==> src/pkg/rerc_map.vh <==
// Functional notes
// - Converter follows its own enable pin
// - Wait 170 us before switching starts
// - Soft-start ramp 750 us, shortened if precharged
// - Precharged output is never discharged during ramp
// - Discharge off after reset, per-converter enable
// - Discharge load applied while converter disabled
// - Fault below 10 percent, clear past hysteresis
// - Five fault flags readable, alert on fault
// - Comparator disabled while rail reads good
// - Shared linear enable, software disable per regulator
// - Shutdown on undervoltage or overtemperature
// - Undervoltage lockout disables all regulators
// - Memory default select: 1.8 V or 3.3 V
// - Core default select: 1.2 V or 1.6 V
// - Warm reset restores core default, raises reset
// - Warm reset input debounced internally
// - Reset low at power-up, backup rail low
// - Reset driven low on warm reset
// - Reset hold is a configurable delay count
// - Full duty mode near dropout
// - Debounce needs 30 ms steady assertion
// - Hold delay starts when backup rail good
// - Status read releases alert, bits keep fault
`ifndef RERC_MAP_VH
`define RERC_MAP_VH
`define RERC_CLK_MHZ        125
`define RERC_BIAS_US        170
`define RERC_RAMP_US        750
`define RERC_DEBOUNCE_MS    30
`define RERC_HOLD_MS        100
`define RERC_BIAS_CYC       (`RERC_BIAS_US * `RERC_CLK_MHZ)
`define RERC_RAMP_CYC       (`RERC_RAMP_US * `RERC_CLK_MHZ)
`define RERC_DEBOUNCE_CYC   (`RERC_DEBOUNCE_MS * 1000 * `RERC_CLK_MHZ)
`define RERC_HOLD_CYC       (`RERC_HOLD_MS * 1000 * `RERC_CLK_MHZ)
`define RERC_ADDR_STATUS    8'h00
`define RERC_ADDR_DISCH     8'h04
`define RERC_ADDR_LINCTL    8'h08
`define RERC_ADDR_VSEL      8'h0c
`define RERC_ADDR_RUN       8'h10
`define RERC_DISCH_RST      3'h0
`define RERC_LINCTL_RST     2'h3
`define RERC_CORE_DEF_LO    8'h0c
`define RERC_CORE_DEF_HI    8'h10
`endif

==> src/hdl/rerc_regulator_control.v <==
`timescale 1ns/1ps
`default_nettype none
`include "rerc_map.vh"
module rerc_regulator_control #(
    parameter BIAS_CYC     = `RERC_BIAS_CYC,
    parameter RAMP_CYC     = `RERC_RAMP_CYC,
    parameter DEBOUNCE_CYC = `RERC_DEBOUNCE_CYC,
    parameter HOLD_CYC     = `RERC_HOLD_CYC
) (
    input  wire        core_clk_i,
    input  wire        resetn_i,
    input  wire        clk_en_i,
    input  wire [2:0]  converter_enable_pin_i,
    input  wire        linear_regulators_enable_pin_i,
    input  wire        core_default_select_pin_i,
    input  wire        memory_default_select_pin_i,
    input  wire        warm_reset_input_i,
    input  wire        backup_rail_low_i,
    input  wire        backup_rail_good_i,
    input  wire        supply_undervoltage_lock_i,
    input  wire        thermal_shutdown_i,
    input  wire [4:0]  rail_below_fault_i,
    input  wire [4:0]  rail_above_recover_i,
    input  wire [2:0]  output_precharged_i,
    input  wire [2:0]  near_dropout_i,
    input  wire        hsel,
    input  wire [31:0] haddr,
    input  wire [1:0]  htrans,
    input  wire        hwrite,
    input  wire [2:0]  hsize,
    input  wire [31:0] hwdata,
    input  wire        hready,
    output wire        hreadyout,
    output wire        hresp,
    output reg  [31:0] hrdata,
    output reg  [2:0]  converter_on_o,
    output reg  [2:0]  switching_o,
    output reg  [2:0]  full_duty_o,
    output reg  [2:0]  discharge_load_o,
    output reg  [1:0]  linear_on_o,
    output reg  [4:0]  comparator_enable_o,
    output reg         core_default_hi_o,
    output reg         memory_default_hi_o,
    output reg         core_vsel_restore_o,
    output wire        alert_o,
    output wire        alert_oe_o,
    output wire        system_reset_o,
    output wire        system_reset_oe_o
);
    localparam ST_OFF  = 2'd0;
    localparam ST_BIAS = 2'd1;
    localparam ST_RAMP = 2'd2;
    localparam ST_RUN  = 2'd3;

    // Two-flop synchronisers for every pin-level input
    // Bit positions of each pin group inside the synchroniser word
    localparam P_PRE   = 0;
    localparam P_ABOVE = 3;
    localparam P_BELOW = 8;
    localparam P_OT    = 13;
    localparam P_SUPPLY_UNDERVOLTAGE_LOCK  = 14;
    localparam P_GOOD  = 15;
    localparam P_LOW   = 16;
    localparam P_WARM  = 17;
    localparam P_MSEL  = 18;
    localparam P_CSEL  = 19;
    localparam P_LIN   = 20;
    localparam P_EN    = 21;
    localparam SW      = 24;
    wire [SW-1:0] raw_in = {converter_enable_pin_i,
        linear_regulators_enable_pin_i, core_default_select_pin_i,
        memory_default_select_pin_i, warm_reset_input_i,
        backup_rail_low_i, backup_rail_good_i,
        supply_undervoltage_lock_i, thermal_shutdown_i,
        rail_below_fault_i, rail_above_recover_i, output_precharged_i};
    reg [SW-1:0] sync1_reg;
    reg [SW-1:0] sync2_reg;
    reg [2:0]    dropout1_reg;
    reg [2:0]    dropout2_reg;
    always @(posedge core_clk_i or negedge resetn_i)
    begin
        if (!resetn_i)
        begin
            sync1_reg    <= {SW{1'b0}};
            sync2_reg    <= {SW{1'b0}};
            dropout1_reg <= 3'h0;
            dropout2_reg <= 3'h0;
        end
        else if (clk_en_i)
        begin
            sync1_reg    <= raw_in;
            sync2_reg    <= sync1_reg;
            dropout1_reg <= near_dropout_i;
            dropout2_reg <= dropout1_reg;
        end
    end
    wire [2:0] en_s      = sync2_reg[P_EN+2:P_EN];
    wire       lin_en_s  = sync2_reg[P_LIN];
    wire       core_sel  = sync2_reg[P_CSEL];
    wire       mem_sel   = sync2_reg[P_MSEL];
    wire       warm_s    = sync2_reg[P_WARM];
    wire       bk_low_s  = sync2_reg[P_LOW];
    wire       bk_good_s = sync2_reg[P_GOOD];
    wire       supply_undervoltage_lock_s    = sync2_reg[P_SUPPLY_UNDERVOLTAGE_LOCK];
    wire       ot_s      = sync2_reg[P_OT];
    wire [4:0] below_s   = sync2_reg[P_BELOW+4:P_BELOW];
    wire [4:0] above_s   = sync2_reg[P_ABOVE+4:P_ABOVE];
    wire [2:0] pre_s     = sync2_reg[P_PRE+2:P_PRE];
    wire       shutdown  = supply_undervoltage_lock_s | ot_s;

    // Registers
    reg [2:0] disch_reg;
    reg [1:0] linctl_reg;
    reg [4:0] fault_reg;
    reg       alert_rel_reg;
    wire      rd_status;

    // Converter sequencing
    reg [1:0]  conv_st_reg [0:2];
    reg [31:0] conv_cnt_reg [0:2];
    wire [4:0] rail_ready;

    // Converter switches while ramping and once running
    function st_live;
        input [1:0] st;
        begin
            st_live = (st == ST_RAMP) || (st == ST_RUN);
        end
    endfunction
    genvar g;
    generate
        for (g = 0; g < 3; g = g + 1)
        begin : g_conv
            wire on_req = en_s[g] & ~shutdown;
            always @(posedge core_clk_i or negedge resetn_i)
            begin
                if (!resetn_i)
                begin
                    conv_st_reg[g]  <= ST_OFF;
                    conv_cnt_reg[g] <= 32'h0;
                end
                else if (clk_en_i)
                begin
                    if (!on_req)
                    begin
                        conv_st_reg[g]  <= ST_OFF;
                        conv_cnt_reg[g] <= 32'h0;
                    end
                    else
                    begin
                        case (conv_st_reg[g])
                        ST_OFF:
                        begin
                            conv_st_reg[g]  <= ST_BIAS;
                            conv_cnt_reg[g] <= 32'h0;
                        end
                        ST_BIAS:
                        begin
                            if (conv_cnt_reg[g] >= BIAS_CYC - 1)
                            begin
                                conv_st_reg[g]  <= ST_RAMP;
                                // Precharged output starts partway up
                                conv_cnt_reg[g] <= pre_s[g] ?
                                    RAMP_CYC / 2 : 32'h0;
                            end
                            else
                                conv_cnt_reg[g] <= conv_cnt_reg[g] + 32'h1;
                        end
                        ST_RAMP:
                        begin
                            if (conv_cnt_reg[g] >= RAMP_CYC - 1)
                                conv_st_reg[g] <= ST_RUN;
                            else
                                conv_cnt_reg[g] <= conv_cnt_reg[g] + 32'h1;
                        end
                        ST_RUN:
                            conv_st_reg[g] <= ST_RUN;
                        default:
                            conv_st_reg[g] <= ST_OFF;
                        endcase
                    end
                end
            end
            always @(posedge core_clk_i or negedge resetn_i)
            begin
                if (!resetn_i)
                begin
                    converter_on_o[g]   <= 1'b0;
                    switching_o[g]      <= 1'b0;
                    full_duty_o[g]      <= 1'b0;
                    discharge_load_o[g] <= 1'b0;
                end
                else if (clk_en_i)
                begin
                    converter_on_o[g] <= on_req;
                    switching_o[g] <= on_req && st_live(conv_st_reg[g]);
                    full_duty_o[g] <= on_req &&
                        conv_st_reg[g] == ST_RUN && dropout2_reg[g];
                    // Load only while disabled, so a precharged ramp is safe
                    discharge_load_o[g] <= disch_reg[g] & ~on_req;
                end
            end
            assign rail_ready[g] = (conv_st_reg[g] == ST_RUN);
        end
    endgenerate

    // Linear regulators: shared pin gated by software control bits
    reg [1:0]  lin_ramped_reg;
    always @(posedge core_clk_i or negedge resetn_i)
    begin
        if (!resetn_i)
        begin
            linear_on_o    <= 2'h0;
            lin_ramped_reg <= 2'h0;
        end
        else if (clk_en_i)
        begin
            linear_on_o <= {2{lin_en_s & ~shutdown}} & linctl_reg;
            lin_ramped_reg <= linear_on_o;
        end
    end
    assign rail_ready[4:3] = linear_on_o & lin_ramped_reg;

    // Fault flags with hysteresis; set beats the read release
    integer i;
    always @(posedge core_clk_i or negedge resetn_i)
    begin
        if (!resetn_i)
        begin
            fault_reg           <= 5'h0;
            comparator_enable_o <= 5'h0;
            alert_rel_reg       <= 1'b0;
        end
        else if (clk_en_i)
        begin
            for (i = 0; i < 5; i = i + 1)
            begin
                // Comparator watches only a rail flagged as faulty
                comparator_enable_o[i] <= fault_reg[i];
                if (!rail_ready[i])
                    fault_reg[i] <= 1'b0;
                else if (below_s[i])
                    fault_reg[i] <= 1'b1;
                else if (fault_reg[i] && above_s[i])
                    fault_reg[i] <= 1'b0;
            end
            if (|(rail_ready & below_s & ~fault_reg))
                alert_rel_reg <= 1'b0;
            else if (rd_status)
                alert_rel_reg <= 1'b1;
        end
    end
    assign alert_o    = 1'b0;
    assign alert_oe_o = (|fault_reg) & ~alert_rel_reg;

    // Warm reset debounce and system reset hold
    reg [31:0] deb_cnt_reg;
    reg        warm_ok_reg;
    reg [31:0] hold_cnt_reg;
    reg        rst_low_reg;
    always @(posedge core_clk_i or negedge resetn_i)
    begin
        if (!resetn_i)
        begin
            deb_cnt_reg  <= 32'h0;
            warm_ok_reg  <= 1'b0;
            hold_cnt_reg <= 32'h0;
            rst_low_reg  <= 1'b1;
        end
        else if (clk_en_i)
        begin
            // A bounce restarts the filter from zero
            if (!warm_s)
            begin
                deb_cnt_reg <= 32'h0;
                warm_ok_reg <= 1'b0;
            end
            else if (deb_cnt_reg >= DEBOUNCE_CYC - 1)
                warm_ok_reg <= 1'b1;
            else
                deb_cnt_reg <= deb_cnt_reg + 32'h1;
            if (bk_low_s || warm_ok_reg || !bk_good_s)
            begin
                rst_low_reg  <= 1'b1;
                hold_cnt_reg <= 32'h0;
            end
            else if (hold_cnt_reg >= HOLD_CYC - 1)
                rst_low_reg <= 1'b0;
            else
                hold_cnt_reg <= hold_cnt_reg + 32'h1;
        end
    end
    assign system_reset_o    = 1'b0;
    assign system_reset_oe_o = rst_low_reg;

    // Default selects and core restore
    always @(posedge core_clk_i or negedge resetn_i)
    begin
        if (!resetn_i)
        begin
            core_default_hi_o   <= 1'b0;
            memory_default_hi_o <= 1'b0;
            core_vsel_restore_o <= 1'b0;
        end
        else if (clk_en_i)
        begin
            core_default_hi_o   <= core_sel;
            memory_default_hi_o <= mem_sel;
            core_vsel_restore_o <= warm_ok_reg | supply_undervoltage_lock_s | rst_low_reg;
        end
    end

    // AHB-Lite slave, zero wait states, always OKAY
    reg        ph_wr_reg;
    reg        ph_rd_reg;
    reg [7:0]  ph_addr_reg;
    reg [7:0]  core_vsel_reg;
    wire       take = hsel & htrans[1] & hready;
    assign hreadyout = 1'b1;
    assign hresp     = 1'b0;
    assign rd_status = take & ~hwrite & (haddr[7:0] == `RERC_ADDR_STATUS);

    // Data-phase write strobe for one register offset
    function wr_hit;
        input       wr;
        input [7:0] cur;
        input [7:0] addr;
        begin
            wr_hit = wr && (cur == addr);
        end
    endfunction
    always @(posedge core_clk_i or negedge resetn_i)
    begin
        if (!resetn_i)
        begin
            ph_wr_reg     <= 1'b0;
            ph_rd_reg     <= 1'b0;
            ph_addr_reg   <= 8'h00;
            hrdata        <= 32'h0;
            disch_reg     <= `RERC_DISCH_RST;
            linctl_reg    <= `RERC_LINCTL_RST;
            core_vsel_reg <= `RERC_CORE_DEF_LO;
        end
        else if (clk_en_i)
        begin
            ph_wr_reg   <= take & hwrite;
            ph_rd_reg   <= take & ~hwrite;
            ph_addr_reg <= haddr[7:0];
            if (take && !hwrite)
            begin
                case (haddr[7:0])
                `RERC_ADDR_STATUS: hrdata <= {27'h0, fault_reg};
                `RERC_ADDR_DISCH:  hrdata <= {29'h0, disch_reg};
                `RERC_ADDR_LINCTL: hrdata <= {30'h0, linctl_reg};
                `RERC_ADDR_VSEL:   hrdata <= {24'h0, core_vsel_reg};
                `RERC_ADDR_RUN:    hrdata <= {27'h0, rail_ready};
                default:           hrdata <= 32'h0;
                endcase
            end
            // Restore outranks a software write in the same cycle
            if (core_vsel_restore_o)
                core_vsel_reg <= core_default_hi_o ? `RERC_CORE_DEF_HI :
                    `RERC_CORE_DEF_LO;
            else if (wr_hit(ph_wr_reg, ph_addr_reg, `RERC_ADDR_VSEL))
                core_vsel_reg <= hwdata[7:0];
            if (wr_hit(ph_wr_reg, ph_addr_reg, `RERC_ADDR_DISCH))
                disch_reg <= hwdata[2:0];
            if (wr_hit(ph_wr_reg, ph_addr_reg, `RERC_ADDR_LINCTL))
                linctl_reg <= hwdata[1:0];
        end
    end
endmodule
`default_nettype wire

==> config.mk <==
export PLATFORM = sky130hd
export DESIGN_NAME = rerc_regulator_control
export DESIGN_NICKNAME = d
export VERILOG_FILES = /design/src/hdl/rerc_regulator_control.v
export VERILOG_INCLUDE_DIRS = /design/src /design/src/pkg
export SDC_FILE = /design/constraint.sdc
export NUM_CORES = 1
export LEC_CHECK = 0
export BUFFER_PORTS_ARGS = -buffer_cell sky130_fd_sc_hd__buf_4
export CORE_MARGIN = 2
export CORE_UTILIZATION = 35
export CTS_CLUSTER_SIZE = 40
export DETAILED_ROUTE_END_ITERATION = 10
export PLACE_DENSITY_LB_ADDON = 0.3
export SYNTH_ARGS = -nofsm -noshare
export SYNTH_HDL_FRONTEND = slang
export SYNTH_SLANG_ARGS = --single-unit
==> constraint.sdc <==
create_clock -name core_clk_i -period 3.9 [get_ports core_clk_i]
set_input_delay 0.585 -clock core_clk_i [delete_from_list [all_inputs] [get_ports core_clk_i]]
set_output_delay 0.585 -clock core_clk_i [all_outputs]
set_load 0.01 [all_outputs]
==> results.sh, run 1 <==
export IMPL_status="finished, violations left"
export IMPL_violations="hold timing"
export IMPL_cts_sinks=282
export IMPL_grt_pass1_wl_um=54100
export IMPL_yosys_top_cells_area="dfrtp_1 (50%), mux2_2 (6.3%), nor2_1 (3.7%)"
export IMPL_start_util_pct=35.2
export IMPL_max_slew_margin_rel_pct=40.5
export IMPL_cp_max_fo=28
export IMPL_synthCells=1406
export IMPL_drc_errors=0
export IMPL_clkSlewWorstSetupHoldPaths_ns=0.06
export IMPL_postCtsHoldBufs=0
export IMPL_synth_avg_cell_area_um2=9.91
export IMPL_finalSetupTns_ns=0
export IMPL_finalWirelength_um=32300
export IMPL_post_dp_hpwl_um=22400
export IMPL_grt_max_degree=85
export IMPL_fin_cells=2024
export IMPL_peakVddDrop_uv=318
export IMPL_globalRouteTotalUtil_pct=15.8
export IMPL_post_cts_buffers=0
export IMPL_place_inst=1967
export IMPL_cts_buffer_depth=3
export IMPL_hold_path_class="in2async"
export IMPL_syn_area_mm2=0.0139
export IMPL_fillCellCount=3804
export IMPL_regArea_mm2=0.00706
export IMPL_nets=1599
export IMPL_power_uw=6900
export IMPL_htreeDepth=1
export IMPL_gp_congestion=0.826
export IMPL_grt_pass1_vias=10300
export IMPL_yosysWarnings=0
export IMPL_die_h_um=204
export IMPL_netlist_area_leader_share_pct=49.7
export IMPL_tritoncts="built"
export IMPL_syn2layout_area_growth_pct=16.1
export IMPL_antenna_found_initial=5
export IMPL_synth_most_common_cell="dfrtp_1"
export IMPL_period_needed_ns=3.03
export IMPL_viasPerCell=5.24
export IMPL_finalCritPeriodShare_pct=77.6
export IMPL_cts_made_buffers=30
export IMPL_firstDrtPassIters=5
export IMPL_drtAntennaViolNets=0
export IMPL_num_rows=73
export IMPL_cts_resized=0
export IMPL_maxSlewViolCount=0
export IMPL_hold_viol=2
export IMPL_drive_gt1_share_pct=16.9
export IMPL_cp_data_arrival_time_ns=3.43
export IMPL_fmax_ghz=0.330
export IMPL_ys_ff_latch=282
export IMPL_root_buffer="clkbuf_16"
export IMPL_ys_flop_type="dfrtp_1"
export IMPL_worstSkewPairLatency_ns=0.57
export IMPL_hold_ws_ns=-0.00964
export IMPL_p_leak_uw=0.00710
export IMPL_yosys_top_cells_count="dfrtp_1 (277), nor2_1 (137), nand2_1 (107)"
export IMPL_power_density_mw_per_mm2=426
export IMPL_synth_edf_count=0
export IMPL_crit_type="reg2reg"
export IMPL_critPathCaptureType="flip-flop"
export IMPL_multi_input_area_mm2=0.00631
export IMPL_tightest_slew_ns=0.890
export IMPL_seq_area_frac_synth_pct=50.7
export IMPL_rsz0062_at_grt="false"
export IMPL_wl_per_cell_um=16.0
export IMPL_largest_register_ffs=96
export IMPL_drt_initial_drc_count=667
export IMPL_pin_count=162
export IMPL_required_ns=4.31
export IMPL_fin_skew_ns=0.0118
export IMPL_ys_types=73
export IMPL_core_mm2=0.0395
export IMPL_async_flop_share_pct=100
export IMPL_cap_violations=0
export IMPL_yosys_area_top_type="dfrtp_1"
export IMPL_grt_overflow_total=0
export IMPL_start_kind="flip-flop"
export IMPL_dieWidth_um=204
export IMPL_via_count=10600
export IMPL_die_area_mm2=0.0414
export IMPL_portBuffers=81
export IMPL_setup_viol=0
[through the flow]
stage	hold slack [ns]	util [%]	area, um2	worst slack [ns]
3_5_place_dp	0.481	38.0	15000	0.889
3_3_place_gp	0.473	38.0	15000	0.956
6_report	-0.00964	40.9	16200	0.873
2_1_floorplan	0.289	-	14000	1.46
5_1_grt	0.0371	40.9	16200	0.609
4_1_cts	0.0232	40.9	16200	0.886
[area by class of cell]
class                      count  share of cell area, %
antenna                        1                 0.0155
clock buffer                  38                   5.20
clock inverter                18                   1.87
inverter                      54                   1.25
multi-input combinational   1004                   39.0
sequential                   282                   43.6
tap                          525                   4.06
timing repair buffer         102                   4.93
[layout by cell type, fill, tap and decap left out, types with 28 or more instances in the layout]
cell	instances
nor2_1	137
a21oi_1	60
nand3_1	55
o21ai_0	78
inv_1	53
nand4_1	31
mux2_2	78
and3_1	36
buf_4	99
clkbuf_16	31
nand2_1	107
nor3_1	39
conb_1	28
dfrtp_1	277
nor4_1	30
[power breakdown]
part	switching (uW)	total [uW]	internal, uW
clock network	1210	3270	2060
registers	86.8	3130	3040
logic	299	502	203
[worst paths after layout]
path | start | end | slack (ns) | cells after the start
worst max-delay path | conv_cnt_reg[32] | conv_cnt_reg[59] | 0.87 | 9
worst min-delay path | resetn_i | conv_cnt_reg[0] | -0.01 | 1
worst max register to register | conv_cnt_reg[32] | conv_cnt_reg[59] | 0.87 | 9
worst min register to register | core_vsel_reg[7] | hrdata[7] | 0.49 | 1
max in group asynchronous | resetn_i | conv_cnt_reg[19] | 2.85 | 2
min in group core_clk_i | near_dropout_i[2] | dropout1_reg[2] | 0.25 | 2
[critical path, stage by stage (launching register included)]
cell and delay [ns]:
dfrtp_1 0.43, ha_1 0.23, nand2b_1 0.14, a21o_1 0.17
a311oi_1 0.37, o31ai_1 0.17, a31oi_2 0.19, buf_4 0.31
and2_0 0.72, nor2_1 0.13
[layer usage]
layer / GRT usage, % / vias up / part of all wire (%)
met5: 0 / - / 0.16
met4: 4.41 / 8 / 1.9
met3: 3.44 / 41 / 5.8
met2: 24.3 / 196 / 44
met1: 22.5 / 5193 / 48
li1: - / 5169 / -
[cell families after synthesis]
group,Yosys count,synth area share [%]
AND/OR/NAND/NOR,546,20.0
AO/OA/AOI/OAI,291,13.8
flip-flops,282,50.7
buffers and inverters,146,4.75
multiplexers,82,6.59
XOR/XNOR,34,2.14
adder cells (fa/ha/maj),23,2.06
other,2,0.0539
No activity file was read; power rests on OpenSTA's default activity.
==> run 2, diff against run 1 <==
- ABC_AREA: default -> 1
- clock period: 3.9 -> 2.94 ns (I/O delays scaled with it)
==> results.sh, run 2 <==
export IMPL_fin_cells=2770
export IMPL_fin_skew_ns=0.00926
export IMPL_yosysWarnings=0
export IMPL_cts_buffer_depth=3
export IMPL_cts_made_buffers=31
export IMPL_yosys_area_top_type="dfrtp_1"
export IMPL_critical_path_top_delay_family="simple AND/OR/NAND/NOR gates"
export IMPL_viasPerCell=4.65
export IMPL_die_h_um=214
export IMPL_start_kind="flip-flop"
export IMPL_drtAntennaViolNets=0
export IMPL_yosys_top_cells_area="dfrtp_1 (45%), nand2_1 (16%), nor2_1 (6.0%)"
export IMPL_synthCells=2078
export IMPL_setup_viol=0
export IMPL_crit_slowest_cell="dfrtp_1"
export IMPL_core_mm2=0.0439
export IMPL_critPathCaptureType="flip-flop"
export IMPL_cp_common_cell="nand2_1"
export IMPL_required_ns=3.42
export IMPL_synth_most_common_cell="nand2_1"
export IMPL_wl_per_cell_um=13.2
export IMPL_status="complete, no violations"
export IMPL_globalRouteTotalUtil_pct=16.1
export IMPL_period_needed_ns=2.32
export IMPL_finalSetupTns_ns=0
export IMPL_fmax_ghz=0.430
export IMPL_peakVddDrop_uv=383
export IMPL_cts_sinks=282
export IMPL_start_util_pct=35.2
export IMPL_synth_edf_count=0
export IMPL_tritoncts="built"
export IMPL_yosys_top_cells_count="nand2_1 (668), dfrtp_1 (277), nor2_1 (249)"
export IMPL_async_flop_share_pct=100
export IMPL_drc_errors=0
export IMPL_finalInstanceArea_mm2=0.0177
export IMPL_gp_congestion=0.908
export IMPL_post_dp_hpwl_um=26300
export IMPL_clkSlewWorstSetupHoldPaths_ns=0.06
export IMPL_hold_path_class="in2reg"
export IMPL_finalCritPeriodShare_pct=79.1
export IMPL_layout_common_cells="nand2_1 (668), dfrtp_1 (277), nor2_1 (249)"
export IMPL_syn2layout_area_growth_pct=14.1
export IMPL_post_cts_buffers=0
export IMPL_worst_slack_ns=0.616
export IMPL_pin_count=162
export IMPL_pre_cts_ws_ns=0.550
export IMPL_syn_area_mm2=0.0155
export IMPL_grt_pass1_wl_um=62000
export IMPL_synth_avg_cell_area_um2=7.45
export IMPL_grt_busiest_layer="met2"
export IMPL_nets=2281
export IMPL_crit_buf_inv=1
export IMPL_drive_gt1_share_pct=10.4
export IMPL_antenna_cells=0
export IMPL_worstSkewPairLatency_ns=0.57
export IMPL_drt_initial_drc_count=872
export IMPL_htreeDepth=1
export IMPL_maxSlewViolCount=0
export IMPL_die_area_mm2=0.0459
export IMPL_r2r_slack_ns=0.62
export IMPL_use_met1_pct=22.6
export IMPL_p_leak_uw=0.00856
export IMPL_ys_ff_latch=282
export IMPL_num_rows=77
export IMPL_slowest_delay_ns=0.42
export IMPL_ys_flop_type="dfrtp_1"
export IMPL_portBuffers=81
export IMPL_root_buffer="clkbuf_16"
export IMPL_seq_area_frac_synth_pct=45.6
export IMPL_ys_types=50
export IMPL_place_inst=2714
export IMPL_hold_ws_ns=0.0734
export IMPL_grtUsageMet3_pct=2.48
export IMPL_largest_register_ffs=96
export IMPL_grt_max_degree=75
export IMPL_via_count=12900
export IMPL_rsz0062_at_grt="false"
export IMPL_hold_viol=0
export IMPL_cp_max_fo=24
export IMPL_firstDrtPassIters=5
export IMPL_power_density_mw_per_mm2=499
export IMPL_grt_overflow_total=0
export IMPL_antenna_found_initial=0
export IMPL_final_common_cell="nand2_1"
export IMPL_netlist_area_leader_share_pct=44.8
export IMPL_grt_met2_usage_pct=26.3
export IMPL_crit_chain="ha_1 -> nand3_1 -> nand2_1 -> o211ai_1 -> nand2_1 -> nand2_2 -> nand3_4 -> nand2_2 -> buf_12 -> nand2_1 -> o21ai_0"
export IMPL_finalWirelength_um=36500
export IMPL_placed_area_mm2=0.0166
export IMPL_tightest_slew_ns=0.765
export IMPL_dieWidth_um=214
export IMPL_max_slew_margin_rel_pct=49.0
export IMPL_cp_data_arrival_time_ns=2.81
export IMPL_cap_violations=0
export IMPL_crit_type="reg2reg"
export IMPL_grt_pass1_vias=12600
[run 2: changes by cell type after synthesis, sizes merged, moves of 26 or more]
cell    change
nor2      +149
and3       -36
clkbuf     -33
nand2     +576
o21ai      +58
xor2       +26
inv       +198
nand3      +79
mux2       -78
a21oi      -40
[run 2: final cells by class]
cell class                      count  area [um2]
Clock inverter                      8         145
Sequential cell                   282        7060
Inverter                          252         955
Fill cell                        4594       26300
Multi-Input combinational cell   1489        7040
Tap cell                          592         741
Clock buffer                       47         906
Timing Repair Buffer              100         811
[run 2: what timing repair did]
item,4_1_cts,5_1_grt
resized for setup,0,0
hold buffers,1,0
endpoints found under the hold margin,58,0
[run 2: final timing paths]
kind                                         from                 to  depth (start not counted)
worst max-delay path               deb_cnt_reg[0]    deb_cnt_reg[10]                         11
worst min-delay path            near_dropout_i[1]    dropout1_reg[1]                          3
worst max register to register     deb_cnt_reg[0]    deb_cnt_reg[10]                         11
worst min register to register      sync1_reg[14]      sync1_reg[14]                          2
max in group asynchronous                resetn_i  system_reset_oe_o                          3
min in group asynchronous                resetn_i   conv_cnt_reg[32]                          2
[run 2: power breakdown]
group          leakage (uW)  total, uW  switching [uW]  internal [uW]
clock network      0.000508       4010            1560           2450
logic               0.00426        710             506            203
registers           0.00380       4100            87.7           4010
total               0.00856       8820            2150           6660
[run 2: cell families (layout without fill, tap and decap cells)]
logic type                 count (synthesis)  count (layout)  share of synthesized area, %
and+or+nand+nor                         1205            1205                          33.6
buffers and inverters                    333             407                          9.50
adders and majority gates                 23              23                          1.86
DFF                                      282             282                          45.6
AOI/OAI and AO/OA                        180             180                          6.38
xor gates and xnor gates                  53              53                          3.00
other                                      2              28                        0.0485
[run 2: metrics by stage]
step	utilization, %	power, uW
floorplan	-	4600
global placement	37.8	4860
detailed placement	37.8	4880
CTS	40.2	8960
global route	40.2	9220
finish	40.2	8820
[run 2: routing by layer]
| metal | up-vias | wire (um) |
|---|---|---|
| li1 | 6595 | - |
| met1 | 6043 | 17900 |
| met2 | 196 | 16500 |
| met3 | 47 | 1460 |
| met4 | 0 | 617 |
| met5 | - | 0 |
[run 2: worst min-delay path, cell delays in order]
cell and delay [ns]:
buf_4 0.08, nand2_1 0.04, nand2_1 0.05
